===== config.mk =====
export PLATFORM = sky130hd
export DESIGN_NAME = sfpc_top
export DESIGN_NICKNAME = d
export VERILOG_FILES = /design/src/sfpc_pkg.sv /design/src/sfpc_top.sv
export SDC_FILE = /design/constraint.sdc
export NUM_CORES = 1
export LEC_CHECK = 0
export BUFFER_PORTS_ARGS = -buffer_cell sky130_fd_sc_hd__buf_2
export CAP_MARGIN = 20
export CORE_AREA = 2 2 125 127
export DETAILED_ROUTE_END_ITERATION = 7
export DIE_AREA = 0 0 127 129
export PLACE_DENSITY_LB_ADDON = 0.12
export SETUP_SLACK_MARGIN = 0.4
export SLEW_MARGIN = 10
export SYNTH_ARGS = -nofsm -noshare
export SYNTH_HDL_FRONTEND = slang
export SYNTH_SLANG_ARGS = --single-unit

===== constraint.sdc =====
create_clock -name clk -period 5.5 [get_ports clk]
set_input_delay 1.1 -clock clk [delete_from_list [all_inputs] [get_ports clk]]
set_output_delay 1.1 -clock clk [all_outputs]
set_load 0.005 [all_outputs]

===== src/sfpc_pkg.sv =====
// Constants, types and decode function of the serial flash program control
// Operation
// - Setting start bit begins erase/write cycle
// - Clearing start bit ends running cycle
// - Start bit writes blocked until key unlocks
// - Unlock is key writes 0x55 then 0xAA
// - Code 0x407F erases code and data memory
// - 0x4075 erases data row; 0x4074 one word
// - 0x4072 erases executive; 0x4071 code row
// - 0x406E/0x405E/0x404E erase nested segment sets
// - 0x4066/0x4056/0x4046 erase segment data EEPROM
// - 0x4008 writes config word; 0x4004 data word
// - 0x4005 writes data row; 0x4001 code row
// - Code 0000b LSB first then 24-bit instruction
// - Serial clock paces shifting and execution
package sfpc_pkg;

  // ****************************************************************
  // Register map (APB byte addresses)
  // ****************************************************************
  localparam logic [7:0] ADDR_CTL = 8'h00;
  localparam logic [7:0] ADDR_KEY = 8'h04;
  localparam logic [7:0] ADDR_LO = 8'h08;
  localparam logic [7:0] ADDR_HI = 8'h0C;
  localparam logic [7:0] ADDR_STAT = 8'h10;
  localparam int START_BIT = 15;
  localparam logic [15:0] CTL_RESET = 16'h0000;
  localparam logic [15:0] ADDR_RESET = 16'h0000;

  // ****************************************************************
  // Unlock key
  // ****************************************************************
  localparam logic [15:0] KEY_FIRST = 16'h0055;
  localparam logic [15:0] KEY_SECOND = 16'h00AA;
  localparam logic [1:0] KEY_LOCKED = 2'h0;
  localparam logic [1:0] KEY_HALF = 2'h1;
  localparam logic [1:0] KEY_OPEN = 2'h2;

  // ****************************************************************
  // Serial link
  // ****************************************************************
  localparam logic [3:0] CODE_EXEC = 4'h0;
  localparam logic [4:0] CODE_LAST = 5'h03;
  localparam logic [4:0] INSTR_LAST = 5'h17;
  // Instruction: [23:20] opcode, [19:16] register select, [15:0] data
  localparam logic [3:0] INS_NOP = 4'h0;
  localparam logic [3:0] INS_WRITE = 4'h1;
  localparam logic [3:0] INS_SET_START = 4'h2;
  localparam logic [3:0] INS_CLR_START = 4'h3;
  localparam logic [3:0] INS_STEP = 4'h4;
  localparam logic [3:0] SEL_CTL = 4'h0;
  localparam logic [3:0] SEL_KEY = 4'h1;
  localparam logic [3:0] SEL_LO = 4'h2;
  localparam logic [3:0] SEL_HI = 4'h3;

  typedef enum logic [1:0] {
    ST_CMD = 2'b01,
    ST_INSTR = 2'b10
  } sfpc_state_t;

  // ****************************************************************
  // Operations selected by the control value
  // ****************************************************************
  typedef enum logic [3:0] {
    OP_NONE = 4'h0, OP_BULK = 4'h1, OP_DROW = 4'h2, OP_DWORD = 4'h3,
    OP_EXEC = 4'h4, OP_CROW = 4'h5, OP_SEG_BSG = 4'h6, OP_SEG_SG = 4'h7,
    OP_SEG_G = 4'h8, OP_EE_B = 4'h9, OP_EE_S = 4'hA, OP_EE_G = 4'hB,
    OP_WCFG = 4'hC, OP_WDROW = 4'hD, OP_WDWORD = 4'hE, OP_WCROW = 4'hF
  } sfpc_op_t;

  function automatic sfpc_op_t sfpc_decode(input logic [14:0] v);
    unique case (v)
      15'h407F: sfpc_decode = OP_BULK;
      15'h4075: sfpc_decode = OP_DROW;
      15'h4074: sfpc_decode = OP_DWORD;
      15'h4072: sfpc_decode = OP_EXEC;
      15'h4071: sfpc_decode = OP_CROW;
      15'h406E: sfpc_decode = OP_SEG_BSG;
      15'h405E: sfpc_decode = OP_SEG_SG;
      15'h404E: sfpc_decode = OP_SEG_G;
      15'h4066: sfpc_decode = OP_EE_B;
      15'h4056: sfpc_decode = OP_EE_S;
      15'h4046: sfpc_decode = OP_EE_G;
      15'h4008: sfpc_decode = OP_WCFG;
      15'h4004: sfpc_decode = OP_WDWORD;
      15'h4005: sfpc_decode = OP_WDROW;
      15'h4001: sfpc_decode = OP_WCROW;
      default: sfpc_decode = OP_NONE;
    endcase
  endfunction

endpackage


===== src/sfpc_top.sv =====
// Serial flash program control: serial link, registers, start interlock
module sfpc_top (
  // Clock and reset
  input wire logic clk,
  input wire logic rst,
  // APB slave
  input wire logic psel,
  input wire logic penable,
  input wire logic pwrite,
  input wire logic [7:0] paddr,
  input wire logic [31:0] pwdata,
  output logic [31:0] prdata,
  output logic pready,
  output logic pslverr,
  // Programmer link
  input wire logic prog_serial_clock,
  input wire logic prog_serial_data,
  // Nonvolatile array control
  output logic nv_running,
  output sfpc_pkg::sfpc_op_t nv_op,
  output logic [15:0] nv_row_addr_low,
  output logic [15:0] nv_row_addr_high
);
  import sfpc_pkg::*;

  typedef struct packed {
    logic sck_s1;
    logic sck_s2;
    logic sck_s3;
    logic sdi_s1;
    logic sdi_s2;
    sfpc_state_t st;
    logic [4:0] cnt;
    logic [23:0] sh;
    logic exec;
    logic [23:0] ins;
    logic [15:0] ctl;
    logic [1:0] key;
    logic [15:0] lo;
    logic [15:0] hi;
    sfpc_op_t op;
    logic rdy;
    logic err;
    logic [31:0] rdata;
  } sfpc_regs_t;

  sfpc_regs_t r_q;
  sfpc_regs_t r_d;

  // ****************************************************************
  // Write port shared by APB and the serial instruction path
  // ****************************************************************
  logic apb_acc;
  logic apb_wr;
  logic ser_wr;
  logic wr_en;
  logic [3:0] wr_sel;
  logic [15:0] wr_data;
  logic sck_fall;
  logic [3:0] ins_op;
  logic [16:0] step_sum;

  assign apb_acc = psel && penable && r_q.rdy;
  assign apb_wr = apb_acc && pwrite;
  // Third stage only serves the edge finder; logic reads the second
  assign sck_fall = r_q.sck_s3 && !r_q.sck_s2;
  assign ins_op = r_q.ins[23:20];
  // Serial execution waits a cycle when APB writes at the same edge
  assign ser_wr = r_q.exec && !apb_wr;
  assign step_sum = {1'b0, r_q.lo} + {1'b0, r_q.ins[15:0]};

  always_comb begin
    wr_en = 1'b0;
    wr_sel = SEL_CTL;
    wr_data = r_q.ins[15:0];
    if (apb_wr) begin
      unique case (paddr)
        ADDR_CTL: begin
          wr_en = 1'b1;
          wr_sel = SEL_CTL;
        end
        ADDR_KEY: begin
          wr_en = 1'b1;
          wr_sel = SEL_KEY;
        end
        ADDR_LO: begin
          wr_en = 1'b1;
          wr_sel = SEL_LO;
        end
        ADDR_HI: begin
          wr_en = 1'b1;
          wr_sel = SEL_HI;
        end
        default: wr_en = 1'b0;
      endcase
      wr_data = pwdata[15:0];
    end else if (ser_wr) begin
      unique case (ins_op)
        INS_WRITE: begin
          wr_en = 1'b1;
          wr_sel = r_q.ins[19:16];
        end
        INS_SET_START: begin
          wr_en = 1'b1;
          wr_data = r_q.ctl | 16'h8000;
        end
        INS_CLR_START: begin
          wr_en = 1'b1;
          wr_data = r_q.ctl & 16'h7FFF;
        end
        default: wr_en = 1'b0;
      endcase
    end
  end

  // ****************************************************************
  // Next state
  // ****************************************************************
  always_comb begin
    r_d = r_q;
    r_d.sck_s1 = prog_serial_clock;
    r_d.sck_s2 = r_q.sck_s1;
    r_d.sck_s3 = r_q.sck_s2;
    r_d.sdi_s1 = prog_serial_data;
    r_d.sdi_s2 = r_q.sdi_s1;
    if (ser_wr) begin
      r_d.exec = 1'b0;
    end

    // Bits are taken on the falling serial clock, LSB first
    if (sck_fall) begin
      r_d.sh = {r_q.sdi_s2, r_q.sh[23:1]};
      r_d.cnt = r_q.cnt + 5'h01;
      unique case (r_q.st)
        ST_CMD: begin
          if (r_q.cnt == CODE_LAST) begin
            r_d.cnt = 5'h00;
            // Only the execute code opens an instruction frame
            if ({r_q.sdi_s2, r_q.sh[23:21]} == CODE_EXEC) begin
              r_d.st = ST_INSTR;
            end
          end
        end
        ST_INSTR: begin
          if (r_q.cnt == INSTR_LAST) begin
            r_d.cnt = 5'h00;
            r_d.st = ST_CMD;
            r_d.ins = {r_q.sdi_s2, r_q.sh[23:1]};
            r_d.exec = 1'b1;
          end
        end
      endcase
    end

    // Any decoded register write other than the key sequence ruins the unlock; status and unmapped APB writes leave it
    if (wr_en) begin
      unique case (wr_sel)
        SEL_KEY: begin
          if (wr_data == KEY_FIRST) begin
            r_d.key = KEY_HALF;
          end else if (wr_data == KEY_SECOND && r_q.key == KEY_HALF) begin
            r_d.key = KEY_OPEN;
          end else begin
            r_d.key = KEY_LOCKED;
          end
        end
        SEL_CTL: begin
          r_d.ctl[14:0] = wr_data[14:0];
          r_d.key = KEY_LOCKED;
          if (!wr_data[START_BIT]) begin
            r_d.ctl[START_BIT] = 1'b0;
          end else if (!r_q.ctl[START_BIT] && r_q.key == KEY_OPEN) begin
            r_d.ctl[START_BIT] = 1'b1;
          end
        end
        SEL_LO: begin
          r_d.lo = wr_data;
          r_d.key = KEY_LOCKED;
        end
        SEL_HI: begin
          r_d.hi = wr_data;
          r_d.key = KEY_LOCKED;
        end
        default: r_d.key = KEY_LOCKED;
      endcase
    end else if (ser_wr && ins_op == INS_STEP) begin
      // Row step with carry into the high address
      r_d.lo = step_sum[15:0];
      r_d.hi = r_q.hi + {15'h0000, step_sum[16]};
      r_d.key = KEY_LOCKED;
    end

    r_d.op = r_d.ctl[START_BIT] ? sfpc_decode(r_d.ctl[14:0]) : OP_NONE;

    // ****************************************************************
    // APB answer: one wait state
    // ****************************************************************
    r_d.rdy = psel && penable && !r_q.rdy;
    r_d.err = 1'b0;
    r_d.rdata = 32'h0000_0000;
    if (psel && penable && !r_q.rdy) begin
      unique case (paddr)
        ADDR_CTL: r_d.rdata = {16'h0000, r_q.ctl};
        ADDR_KEY: r_d.rdata = 32'h0000_0000;
        ADDR_LO: r_d.rdata = {16'h0000, r_q.lo};
        ADDR_HI: r_d.rdata = {16'h0000, r_q.hi};
        ADDR_STAT: begin
          r_d.rdata = {23'h00_0000, r_q.st == ST_INSTR, r_q.exec,
                       r_q.key, r_q.op, r_q.ctl[START_BIT]};
        end
        default: r_d.err = 1'b1;
      endcase
    end
  end

  always_ff @(posedge clk or posedge rst) begin
    if (rst) begin
      r_q <= '{st: ST_CMD, op: OP_NONE, ctl: CTL_RESET, lo: ADDR_RESET,
               hi: ADDR_RESET, key: KEY_LOCKED, default: '0};
    end else begin
      r_q <= r_d;
    end
  end

  assign prdata = r_q.rdata;
  assign pready = r_q.rdy;
  assign pslverr = r_q.err;
  assign nv_running = r_q.ctl[START_BIT];
  assign nv_op = r_q.op;
  assign nv_row_addr_low = r_q.lo;
  assign nv_row_addr_high = r_q.hi;
endmodule // sfpc_top

==> run metrics, run 1 <==
power dissipated by switching net loads=587 µW; Slew Limit Headroom=34.6%; GR met1 Demand/Resource=36.8%; Cells on Worst Hold Path=0; cell-by-cell trace of the critical path=ha_1, inv_1, fa_1, nor2b_1, o21ai_1, a21boi_1, o211ai_1, a211oi_1, or3_1, a31o_2, a21o_1, ha_1, and3_1, nand3_1, nor2_1, nand4_1, o21ai_0, a22o_1; most used flip-flop cell after synthesis=sky130_fd_sc_hd__dfrtp_1; transition time at the pin with the least slew margin=0.972 ns; Mapped Cells=905; synth unique cells=76; vias in the first global route=6307; post-route fraction of the period consumed by the critical path=76.2%; TritonCTS clock tree=done; number of storage elements in the synthesis netlist=132; remaining global-route overflow=0; library cell used as clock root buffer=sky130_fd_sc_hd__clkbuf_16; worst supply voltage drop on vdd=0.217 mV; most frequent cells in the layout=159 x sky130_fd_sc_hd__nand2_1, 131 x sky130_fd_sc_hd__dfrtp_1, 85 x sky130_fd_sc_hd__buf_2; global-route wire length before repair=33800 µm; # DRC=0; final standard cell utilization of the core=58.8%; result of the run=finished, final reports clean; most common cell after layout, fill and taps aside=sky130_fd_sc_hd__nand2_1; Die ar.=16400 µm²; TritonCTS Buffers=17; core box area=15000 µm²; layout net count=990; Post-CTS Hold Fix Bufs=0; initial antenna violation count=0; clock group share of total power=50.2%; number of filler instances in the final layout=1314; sort of element at the start of the critical path=register; CTS max path bufs=2; initial DRC count=567; Crit. End Element=register; most used cell along the critical path=sky130_fd_sc_hd__ha_1; die width=127 µm; post-CTS setup-driven buffer insertion count=0; grt peak-use layer=met2; IO Port Bufs=85; summed instance area of the synthesized netlist=8070 µm²; slowest library cell on the worst path=sky130_fd_sc_hd__dfrtp_1; clock period minus worst slack=4.19 ns; met3 Use GR=4.82%; CTS H-Tree Depth=4; later-pin clock latency in the skew report=0.43 ns; final hold violation count=0; Yosys warning total=0; total track usage=26.4%; Pins Over Slew Limit=0; Worst Reg-to-Reg Cells=18; post-detailed-route count of antenna-violating nets=0; hpwl dp=15300 µm; Resize count post-CTS=0; startpoint-to-endpoint class of the critical path=register to register; share of layout cells above drive strength 1=19.0%; register share of total power=43.5%; layout-stage area growth over the synthesis result=9.07%; Chip Height=129 µm; top-level port count=118; Comb power frac=6.3%; drt pass-1 iters=6; Via density=5.98; required time of the critical path=5.86 ns; Largest stage delay, worst path=0.42 ns; max-cap violation count=0; RSZ-0062 raised after global routing=no; Mean Syn Cell Area=8.92 µm²; clock skew after layout=0.00706 ns; Final TNS setup=0 ns; gpl congestion=0.917; maximum fanout count along the critical path=8; register-to-register setup slack=1.31 ns; vias after detailed routing=6716; DRT Wirelength=20900 µm; largest net degree at the start of global routing=76; average detailed-routed wire length per instance=18.6 µm; Sw Ratio=24.0%; starting utilization of the core area=53.9%; TritonCTS sink count=132; Lkg Pwr=0.00428 µW; share of flip-flops with an asynchronous set or reset after synthesis=100%; top achievable clock speed=239 MHz; internal power=1860 µW; final antenna diode count=0; number of placement rows=45; power density normalized to cell area=278 nW/µm²; worst path arrival time=4.55 ns; number of enable-type register cells in the synthesized netlist=0; GRT met2 Usage=42.1%; clock transition at the register clock pins on the worst setup and hold paths after CTS=0.06 ns; class of the tightest hold or removal check=register to register; Finish-stage setup viols=0; sequential cell area fraction in the yosys report=40.9%
worst max-delay path: cells and delay by family (launching register included):
| kind | cells | cell delay, ns |
|---|---|---|
| adders and majority gates | 3 | 0.84 |
| AOI/OAI and AO/OA | 8 | 1.45 |
| buffers and inverters | 1 | 0.07 |
| DFF | 1 | 0.42 |
| and+or+nand+nor | 6 | 1.33 |
power groups by stage:
stage               Clock (µW)  Combinational, µW  Sequential, µW
global route              1280                177            1070
global placement             0                148            1080
CTS                       1240                156            1060
finish                    1230                153            1060
detailed placement           0                155            1080
floorplan                    0                126            1060
per-stage QoR:
step / setup WS (ns) / power (µW) / cell area (µm²) / hold slack, ns / std cells
floorplan: 0.876 / 1190 / 8130 / 0.331 / 920
global placement: 1.50 / 1220 / 8160 / 0.340 / 1091
detailed placement: 1.39 / 1230 / 8160 / 0.336 / 1091
CTS: 1.38 / 2460 / 8800 / 0.360 / 1123
global route: 0.923 / 2530 / 8800 / 0.366 / 1124
finish: 1.31 / 2440 / 8800 / 0.355 / 1124
flip-flops by register name, indices dropped and copies added, names as in the netlist:
register and count:
prdata 16, pslverr 1, ins_op 4, r_d 3, nv_running 1, nv_op 4, nv_row_addr_low 16, nv_row_addr_high 16
pready 1, r_q 70
cell families (layout without fill, tap and decap cells):
group | after synthesis | count (layout) | share of synthesized area, %
compound gates | 205 | 205 | 16.4
xor+xnor | 12 | 12 | 1.30
fa+ha+maj | 20 | 20 | 3.19
buf+inv | 126 | 142 | 9.56
flops | 132 | 132 | 40.9
mux | 64 | 64 | 8.48
other cells | 1 | 16 | 0.0465
simple gates | 345 | 345 | 20.1
per-layer routing:
metal	routed length, µm	share of wire, %	vias to the layer above
li1	-	-	3157
met3	1270	6.1	26
met1	9600	46	3273
met5	0	0	-
met4	323	1.5	0
met2	9750	47	260
synth_stat cells (4+ instances only):
library cell / n / area (µm²)
sky130_fd_sc_hd__dfrtp_1: 131 / 3280
sky130_fd_sc_hd__ha_1: 19 / 238
sky130_fd_sc_hd__o21ai_1: 10 / 50.1
sky130_fd_sc_hd__nor3b_1: 6 / 45.0
sky130_fd_sc_hd__a21o_1: 13 / 97.6
sky130_fd_sc_hd__mux2_2: 25 / 282
sky130_fd_sc_hd__nand3_1: 15 / 75.1
sky130_fd_sc_hd__xnor2_1: 11 / 96.3
sky130_fd_sc_hd__nand4_1: 8 / 50.1
sky130_fd_sc_hd__a31oi_1: 21 / 131
sky130_fd_sc_hd__mux2i_1: 38 / 380
sky130_fd_sc_hd__clkbuf_1: 21 / 78.8
sky130_fd_sc_hd__nor2_1: 82 / 308
sky130_fd_sc_hd__o22ai_1: 9 / 56.3
sky130_fd_sc_hd__o31ai_1: 8 / 60.1
sky130_fd_sc_hd__nor3_1: 16 / 80.1
sky130_fd_sc_hd__buf_4: 68 / 510
sky130_fd_sc_hd__and3_1: 7 / 43.8
sky130_fd_sc_hd__nand3b_1: 7 / 52.6
sky130_fd_sc_hd__o22a_1: 11 / 96.3
sky130_fd_sc_hd__nand2_1: 159 / 597
sky130_fd_sc_hd__o21ai_0: 29 / 145
sky130_fd_sc_hd__buf_2: 14 / 70.1
sky130_fd_sc_hd__inv_1: 13 / 48.8
sky130_fd_sc_hd__o2111ai_1: 4 / 35.0
sky130_fd_sc_hd__nor4_1: 7 / 43.8
sky130_fd_sc_hd__buf_1: 5 / 18.8
sky130_fd_sc_hd__a21oi_1: 66 / 330
sky130_fd_sc_hd__nor2b_1: 11 / 68.8
sky130_fd_sc_hd__or3_1: 6 / 37.5
worst paths after layout:
kind / start / to
setup reg to reg: nv_row_addr_low[0] / nv_row_addr_high[15]
max in group asynchronous: rst / r_q[96]
min in group asynchronous: rst / nv_row_addr_low[0]
hold reg to reg: r_d[144] / r_q[144]
setup / recovery: nv_row_addr_low[0] / nv_row_addr_high[15]
hold / removal: r_d[144] / r_q[144]
area by class of cell:
class                   count  area (µm²)  area share [%]
multi-input cells         662        4070            46.2
inverters                  15        61.3           0.696
flip-flops and latches    132        3300            37.5
well taps                 188         235            2.67
clock inverters            12         179            2.03
repair buffers             95         500            5.68
clock buffers              20         457            5.19
(Power assumes the default switching activity.)
==> run 2: changes to the inputs <==
--- a/config.mk
+++ b/config.mk
@@ -5,11 +5,12 @@
 export SDC_FILE = /design/constraint.sdc
 export NUM_CORES = 1
 export LEC_CHECK = 0
+export ABC_AREA = 1
 export BUFFER_PORTS_ARGS = -buffer_cell sky130_fd_sc_hd__buf_2
 export CAP_MARGIN = 20
-export CORE_AREA = 2 2 125 127
+export CORE_AREA = 2 2 127 129
 export DETAILED_ROUTE_END_ITERATION = 7
-export DIE_AREA = 0 0 127 129
+export DIE_AREA = 0 0 129 131
 export PLACE_DENSITY_LB_ADDON = 0.12
 export SETUP_SLACK_MARGIN = 0.4
 export SLEW_MARGIN = 10
==> constraint.sdc (replaced) <==
create_clock -name clk -period 3.5 [get_ports clk]
set_input_delay 0.7 -clock clk [delete_from_list [all_inputs] [get_ports clk]]
set_output_delay 0.7 -clock clk [all_outputs]
set_load 0.005 [all_outputs]
==> run metrics, run 2 <==
top achievable clock speed=254 MHz (was 239 MHz); power density normalized to cell area=388 nW/µm² (was 278 nW/µm²); top cell type's share of synthesized area=40.6% (about the same); Via density=5.22 (was 5.98); top cells by area in the synthesized netlist=sky130_fd_sc_hd__dfrtp_1 41%, sky130_fd_sc_hd__nand2_1 12%, sky130_fd_sc_hd__buf_4 6.8% (was sky130_fd_sc_hd__dfrtp_1 41%, sky130_fd_sc_hd__nand2_1 7.4%, sky130_fd_sc_hd__buf_4 6.3%); top cells by count, synth=256 x sky130_fd_sc_hd__nand2_1, 131 x sky130_fd_sc_hd__dfrtp_1, 108 x sky130_fd_sc_hd__inv_1 (was 159 x sky130_fd_sc_hd__nand2_1, 131 x sky130_fd_sc_hd__dfrtp_1, 82 x sky130_fd_sc_hd__nor2_1); most frequent cells in the layout=250 x sky130_fd_sc_hd__nand2_1, 131 x sky130_fd_sc_hd__dfrtp_1, 104 x sky130_fd_sc_hd__inv_1 (was 159 x sky130_fd_sc_hd__nand2_1, 131 x sky130_fd_sc_hd__dfrtp_1, 85 x sky130_fd_sc_hd__buf_2); power dissipated by switching net loads=916 µW (was 587 µW); CTS H-Tree Depth=4 (unchanged); number of enable-type register cells in the synthesized netlist=0 (unchanged); total power after layout=3820 µW (was 2440 µW); layout net count=1250 (was 990); Largest stage delay, worst path=0.38 ns (was 0.42 ns); starting utilization of the core area=51.8% (was 53.9%); transition time at the pin with the least slew margin=0.655 ns (was 0.972 ns); number of placement rows=46 (was 45); Die ar.=16900 µm² (was 16400 µm²); share of flip-flops with an asynchronous set or reset after synthesis=100% (unchanged); RSZ-0062 raised after global routing=yes (was no); layout-stage area growth over the synthesis result=21.7% (was 9.07%); Finished Cell Area=9830 µm² (was 8800 µm²); worst r2r src=r_q[88] (was nv_row_addr_low[0]); core box area=15600 µm² (was 15000 µm²); final antenna diode count=0 (unchanged); top-level port count=118 (unchanged); hpwl dp=16300 µm (was 15300 µm); register-to-register setup slack=-0.44 ns (was 1.31 ns); most used flip-flop cell after synthesis=sky130_fd_sc_hd__dfrtp_1 (unchanged); drt pass-1 iters=5 (was 6); result of the run=complete, but fails checks (was finished, final reports clean); Final TNS setup=-2.11 ns (was 0 ns); internal power=2900 µW (was 1860 µW); clock period minus worst slack=3.94 ns (was 4.19 ns); most common cell after layout, fill and taps aside=sky130_fd_sc_hd__nand2_1 (unchanged); worst path arrival time=4.28 ns (was 4.55 ns); Comb power frac=7.1% (was 6.3%); Finish-stage setup viols=8 (was 0); Mapped Cells=1066 (was 905); remaining global-route overflow=0 (unchanged); Largest register FFs=70 (unchanged); TritonCTS Buffers=17 (unchanged); DRT Wirelength=22300 µm (was 20900 µm); startpoint of the worst hold path=r_d[144] (unchanged); max-cap violation count=0 (unchanged); register bank with the most flops=r_q (unchanged); Reg2Reg Capture Point=nv_row_addr_low[14] (was nv_row_addr_high[15]); worst hold path endpoint=r_q[144] (unchanged); gpl congestion=0.916 (was 0.917); slowest library cell on the worst path=sky130_fd_sc_hd__dfrtp_1 (unchanged); initial antenna violation count=0 (unchanged); global-route wire length before repair=35100 µm (was 33800 µm); Worst Reg-to-Reg Cells=30 (was 18); sort of element at the start of the critical path=register (unchanged); Mean Syn Cell Area=7.58 µm² (was 8.92 µm²); clock skew after layout=0.00526 ns (was 0.00706 ns); Slew Limit Headroom=56.2% (was 34.6%); initial DRC count=496 (was 567); Cells on Worst Hold Path=0 (unchanged); vias after detailed routing=7366 (was 6716); sequential cell area fraction in the yosys report=40.9% (about the same); number of storage elements in the synthesis netlist=132 (unchanged); clock group share of total power=49.1% (was 50.2%); failing checks=setup timing; Crit. End Element=register (unchanged); synth unique cells=52 (was 76); class of the tightest hold or removal check=register to register (unchanged); required time of the critical path=3.84 ns (was 5.86 ns); maximum fanout count along the critical path=2 (was 8); Yosys warning total=0 (unchanged); share of layout cells above drive strength 1=26.7% (was 19.0%); Pins Over Slew Limit=0 (unchanged); later-pin clock latency in the skew report=0.42 ns (was 0.43 ns); summed instance area of the synthesized netlist=8080 µm² (was 8070 µm²); Sw Ratio=24.0% (about the same); TritonCTS clock tree=done (unchanged); post-detailed-route count of antenna-violating nets=0 (unchanged); post-route fraction of the period consumed by the critical path=113% (was 76.2%); TritonCTS sink count=132 (unchanged); worst supply voltage drop on vdd=0.377 mV (was 0.217 mV); CTS max path bufs=2 (unchanged); # DRC=0 (unchanged); total track usage=27.3% (was 26.4%); average detailed-routed wire length per instance=15.8 µm (was 18.6 µm); largest net degree at the start of global routing=75 (was 76); worst slack on hold paths=0.348 ns (was 0.355 ns); most used cell along the critical path=sky130_fd_sc_hd__buf_4 (was sky130_fd_sc_hd__ha_1); vias in the first global route=6900 (was 6307); IO Port Bufs=85 (unchanged); Chip Height=131 µm (was 129 µm); setup slack at placement=-0.528 ns (was 1.39 ns); clock transition at the register clock pins on the worst setup and hold paths after CTS=0.06 ns (about the same); Lkg Pwr=0.00491 µW (was 0.00428 µW); die width=129 µm (was 127 µm); dominant cell by count in the synthesized netlist=sky130_fd_sc_hd__nand2_1 (unchanged); register share of total power=43.8% (was 43.5%); biggest area consumer among synthesized cells=sky130_fd_sc_hd__dfrtp_1 (unchanged); startpoint-to-endpoint class of the critical path=register to register (unchanged); library cell used as clock root buffer=sky130_fd_sc_hd__clkbuf_16 (unchanged); post-route worst setup slack=-0.439 ns (was 1.31 ns); final hold violation count=0 (unchanged); post-place instance area=8700 µm² (was 8160 µm²)
run 2: timing repair:
action | CTS | global route
setup endpoints to repair | 13 | 15
hold buffers | 0 | 0
buffers inserted | 33 | 3
cloned | 0 | 0
pin swaps | 10 | 19
resized for setup | 12 | 42
run 2: kinds of logic (layout without fill, tap and decap cells):
kind of cell,after synthesis,count (layout),synth area share (%)
simple gates,481,481,26.5
fa+ha+maj,20,20,3.19
mux,1,1,0.139
other cells,1,16,0.0464
compound gates,189,189,13.3
flops,132,132,40.9
xor+xnor,13,13,1.41
buf+inv,229,344,14.5
run 2: critical path: cells and delay by family (launching register included):
kind	cells	cell delay (ns)
AOI/OAI and AO/OA	5	0.72
buffers and inverters	17	1.93
DFF	1	0.38
and+or+nand+nor	6	0.42
adders and majority gates	2	0.39
run 2: power by group through the flow:
stage / logic, µW / clock network [µW] / registers (µW)
finish: 270 / 1870 / 1670
global route: 318 / 1970 / 1680
floorplan: 203 / 0 / 1680
CTS: 272 / 1900 / 1670
global placement: 265 / 0 / 1690
detailed placement: 270 / 0 / 1700
run 2: worst max path at each step:
| stage | start | to | slack [ns] | cells after the start |
|---|---|---|---|---|
| after global placement | nv_row_addr_low[0] | nv_row_addr_high[15] | -0.46 | 27 |
| after CTS | nv_row_addr_low[0] | nv_row_addr_low[14] | -0.31 | 30 |
| final | r_q[88] | nv_row_addr_low[14] | -0.44 | 30 |
| after detailed placement | nv_row_addr_low[0] | nv_row_addr_high[15] | -0.53 | 27 |
| after global routing | r_q[88] | nv_row_addr_low[14] | -0.63 | 30 |
| after floorplan | nv_row_addr_low[0] | nv_row_addr_high[15] | -0.11 | 26 |
run 2: routing by layer:
layer | wire (µm) | up-vias | GRT usage [%] | share of wire (%)
met5 | 0 | - | 0 | 0
met4 | 584 | 0 | 9.97 | 2.6
met3 | 1490 | 50 | 5.29 | 6.7
met2 | 10300 | 275 | 44.0 | 46
met1 | 9880 | 3416 | 37.0 | 44
li1 | - | 3625 | - | -
run 2: per-stage QoR:
stage / cells / utilization [%]
4_1_cts: 1409 / 61.8
3_3_place_gp: 1344 / 55.8
2_1_floorplan: 1081 / -
6_report: 1412 / 63.0
3_5_place_dp: 1344 / 55.8
5_1_grt: 1412 / 63.0
run 2: cell type report:
cell class / instances / area [µm²]
inverters: 127 / 483
repair buffers: 185 / 1260
multi-input cells: 720 / 3880
clock buffers: 21 / 480
clock inverters: 11 / 149
well taps: 216 / 270
fillers: 1397 / 5770
flip-flops and latches: 132 / 3300
==> run 3: changes to the inputs <==
--- a/config.mk
+++ b/config.mk
@@ -8,9 +8,10 @@
 export ABC_AREA = 1
 export BUFFER_PORTS_ARGS = -buffer_cell sky130_fd_sc_hd__buf_2
 export CAP_MARGIN = 20
-export CORE_AREA = 2 2 127 129
+export CORE_AREA = 2 2 131 133
 export DETAILED_ROUTE_END_ITERATION = 7
-export DIE_AREA = 0 0 129 131
+export DIE_AREA = 0 0 133 135
+export MAX_ROUTING_LAYER = met4
 export PLACE_DENSITY_LB_ADDON = 0.12
 export SETUP_SLACK_MARGIN = 0.4
 export SLEW_MARGIN = 10
==> run metrics, run 3 (synthesized netlist as in run 2, its figures left out) <==
clock period minus worst slack=3.78 ns (was 3.94 ns); most common cell after layout, fill and taps aside=sky130_fd_sc_hd__nand2_1 (unchanged); final non-filler cell total=1397 (was 1412); worst path arrival time=4.12 ns (was 4.28 ns); final antenna diode count=0 (unchanged); global-route wire length before repair=34800 µm (was 35100 µm); initial antenna violation count=0 (unchanged); hpwl dp=16200 µm (was 16300 µm); max-cap violation count=0 (unchanged); most frequent cells in the layout=250 x sky130_fd_sc_hd__nand2_1, 131 x sky130_fd_sc_hd__dfrtp_1, 104 x sky130_fd_sc_hd__inv_1 (unchanged); vias in the first global route=6614 (was 6900); Chip Height=135 µm (was 131 µm); library cell used as clock root buffer=sky130_fd_sc_hd__clkbuf_16 (unchanged); number of placement rows=47 (was 46); internal power=2900 µW (about the same); core box area=16400 µm² (was 15600 µm²); layout net count=1231 (was 1250); class of the tightest hold or removal check=register to register (unchanged); top-level port count=118 (unchanged); layout-stage area growth over the synthesis result=19.3% (was 21.7%); DRT Wirelength=21900 µm (was 22300 µm); Cells on Worst Hold Path=0 (unchanged); Finished Cell Area=9640 µm² (was 9830 µm²); total track usage=25.8% (was 27.3%); TritonCTS Buffers=17 (unchanged); transition time at the pin with the least slew margin=0.741 ns (was 0.655 ns); later-pin clock latency in the skew report=0.43 ns (was 0.42 ns); Sw Ratio=24.5% (was 24.0%); CTS H-Tree Depth=4 (unchanged); TritonCTS sink count=132 (unchanged); final hold violation count=0 (unchanged); drt pass-1 iters=5 (unchanged); Lkg Pwr=0.00480 µW (was 0.00491 µW); gpl congestion=0.956 (was 0.916); clock transition at the register clock pins on the worst setup and hold paths after CTS=0.06 ns (about the same); Placed Cells incl. Taps=1350 (was 1344); Slew Limit Headroom=50.6% (was 56.2%); Pins Over Slew Limit=0 (unchanged); final standard cell utilization of the core=58.8% (was 63.0%); CTS max path bufs=2 (unchanged); Final TNS setup=-1.20 ns (was -2.11 ns); average detailed-routed wire length per instance=15.7 µm (was 15.8 µm); power dissipated by switching net loads=940 µW (was 916 µW); post-route fraction of the period consumed by the critical path=108% (was 113%); Finish-stage setup viols=6 (was 8); clock group share of total power=49.4% (was 49.1%); largest net degree at the start of global routing=133 (was 75); startpoint of the worst hold path=r_d[144] (unchanged); share of layout cells above drive strength 1=25.7% (was 26.7%); worst supply voltage drop on vdd=0.326 mV (was 0.377 mV); most used cell along the critical path=sky130_fd_sc_hd__nand2_2 (was sky130_fd_sc_hd__buf_4); Post-CTS Hold Fix Bufs=0 (unchanged); RSZ-0062 raised after global routing=yes (unchanged); register bank with the most flops=r_q (unchanged); post-route worst setup slack=-0.278 ns (was -0.439 ns); post-detailed-route count of antenna-violating nets=0 (unchanged); result of the run=complete, but fails checks (unchanged); maximum fanout count along the critical path=3 (was 2); sort of element at the start of the critical path=register (unchanged); die width=133 µm (was 129 µm); power density normalized to cell area=398 nW/µm² (was 388 nW/µm²); # DRC=0 (unchanged); vias after detailed routing=7181 (was 7366); clock skew after layout=0.00974 ns (was 0.00526 ns); worst slack on hold paths=0.351 ns (was 0.348 ns); Die ar.=18000 µm² (was 16900 µm²); Worst Reg-to-Reg Cells=27 (was 30); initial DRC count=448 (was 496); worst hold path endpoint=r_q[144] (unchanged); slowest library cell on the worst path=sky130_fd_sc_hd__dfrtp_1 (unchanged); post-place instance area=8720 µm² (was 8700 µm²); starting utilization of the core area=49.2% (was 51.8%); number of filler instances in the final layout=1513 (was 1397); failing checks=setup timing (unchanged); required time of the critical path=3.84 ns (about the same); IO Port Bufs=85 (unchanged); remaining global-route overflow=0 (unchanged); Reg2Reg Capture Point=nv_row_addr_high[15] (was nv_row_addr_low[14]); register-to-register setup slack=-0.28 ns (was -0.44 ns); TritonCTS clock tree=done (unchanged); Via density=5.14 (was 5.22); Crit. End Element=register (unchanged); startpoint-to-endpoint class of the critical path=register to register (unchanged); Largest stage delay, worst path=0.35 ns (was 0.38 ns); register share of total power=43.5% (was 43.8%); number of buffer and inverter stages on the critical path=5 (was 17); Comb power frac=7.1% (about the same); worst r2r src=nv_row_addr_low[0] (was r_q[88]); gate family responsible for the most delay along the worst path=simple AND/OR/NAND/NOR gates (was buffers and inverters); Largest register FFs=70 (unchanged); top achievable clock speed=265 MHz (was 254 MHz)
run 3: changes by cell type in the layout (fill, tap and decap cells not counted), moves of 3 or more:
cell,before,now
sky130_fd_sc_hd__buf_4,80,72
sky130_fd_sc_hd__buf_6,19,8
sky130_fd_sc_hd__clkbuf_8,4,0
sky130_fd_sc_hd__inv_6,1,4
run 3: cell type report:
cell class                      count  area (µm²)  share of cell area [%]
Clock inverter                     15         200                    2.08
Sequential cell                   132        3300                    34.3
Tap cell                          220         275                    2.86
Timing Repair Buffer              166        1080                    11.2
Inverter                          127         483                    5.01
Multi-Input combinational cell    720        3870                    40.2
Clock buffer                       17         425                    4.41
run 3: worst max path at each step:
stage	start	end	slack, ns	depth (start not counted)
after floorplan	nv_row_addr_low[0]	nv_row_addr_high[15]	-0.11	26
after global placement	nv_row_addr_low[0]	nv_row_addr_high[15]	-0.40	27
after detailed placement	nv_row_addr_low[0]	nv_row_addr_high[15]	-0.45	27
after CTS	nv_row_addr_low[0]	nv_row_addr_high[13]	-0.24	28
after global routing	nv_row_addr_low[0]	nv_row_addr_high[15]	-0.52	27
final	nv_row_addr_low[0]	nv_row_addr_high[15]	-0.28	27
run 3: power groups by stage:
stage | Clock (µW) | Sequential [µW] | Combinational (µW)
floorplan | 0 | 1680 | 203
global placement | 0 | 1700 | 263
detailed placement | 0 | 1700 | 271
CTS | 1930 | 1670 | 273
global route | 2010 | 1680 | 314
finish | 1900 | 1670 | 271
run 3: what timing repair did:
item | CTS | global route
setup endpoints to repair | 13 | 14
buffers inserted | 6 | 9
resized for setup | 17 | 28
pin swaps | 11 | 10
run 3: layer usage:
layer / wire length (µm) / GRT usage [%]
met4: 558 / 8.78
met1: 10100 / 35.3
met5: 0 / -
met2: 9780 / 38.5
met3: 1460 / 5.11
run 3: per-stage QoR:
step           worst slack (ns)  power [µW]
5_1_grt                  -0.523        4000
2_1_floorplan            -0.111        1880
3_5_place_dp             -0.455        1970
4_1_cts                  -0.244        3870
3_3_place_gp             -0.398        1960
6_report                 -0.278        3840
run 3: worst reg2reg max path: stages (launching register included):
cell and delay [ns]:
sky130_fd_sc_hd__dfrtp_1 0.35, sky130_fd_sc_hd__ha_2 0.19, sky130_fd_sc_hd__inv_2 0.04, sky130_fd_sc_hd__fa_2 0.34, sky130_fd_sc_hd__inv_2 0.07, sky130_fd_sc_hd__nand3_2 0.06
sky130_fd_sc_hd__nand2_2 0.09, sky130_fd_sc_hd__a21oi_4 0.06, sky130_fd_sc_hd__o21ai_2 0.14, sky130_fd_sc_hd__a21boi_2 0.09, sky130_fd_sc_hd__o21ai_2 0.16, sky130_fd_sc_hd__nand3_2 0.10
sky130_fd_sc_hd__nand2_2 0.08, sky130_fd_sc_hd__a21oi_2 0.05, sky130_fd_sc_hd__o21bai_1 0.13, sky130_fd_sc_hd__buf_4 0.15, sky130_fd_sc_hd__ha_4 0.15, sky130_fd_sc_hd__nand3_4 0.09
sky130_fd_sc_hd__nor2_4 0.11, sky130_fd_sc_hd__nand2_2 0.08, sky130_fd_sc_hd__nor4_2 0.16, sky130_fd_sc_hd__inv_1 0.11, sky130_fd_sc_hd__nor3_2 0.23, sky130_fd_sc_hd__inv_1 0.10
sky130_fd_sc_hd__nor3_2 0.14, sky130_fd_sc_hd__xor2_1 0.19, sky130_fd_sc_hd__nand2_1 0.08, sky130_fd_sc_hd__a31oi_1 0.14
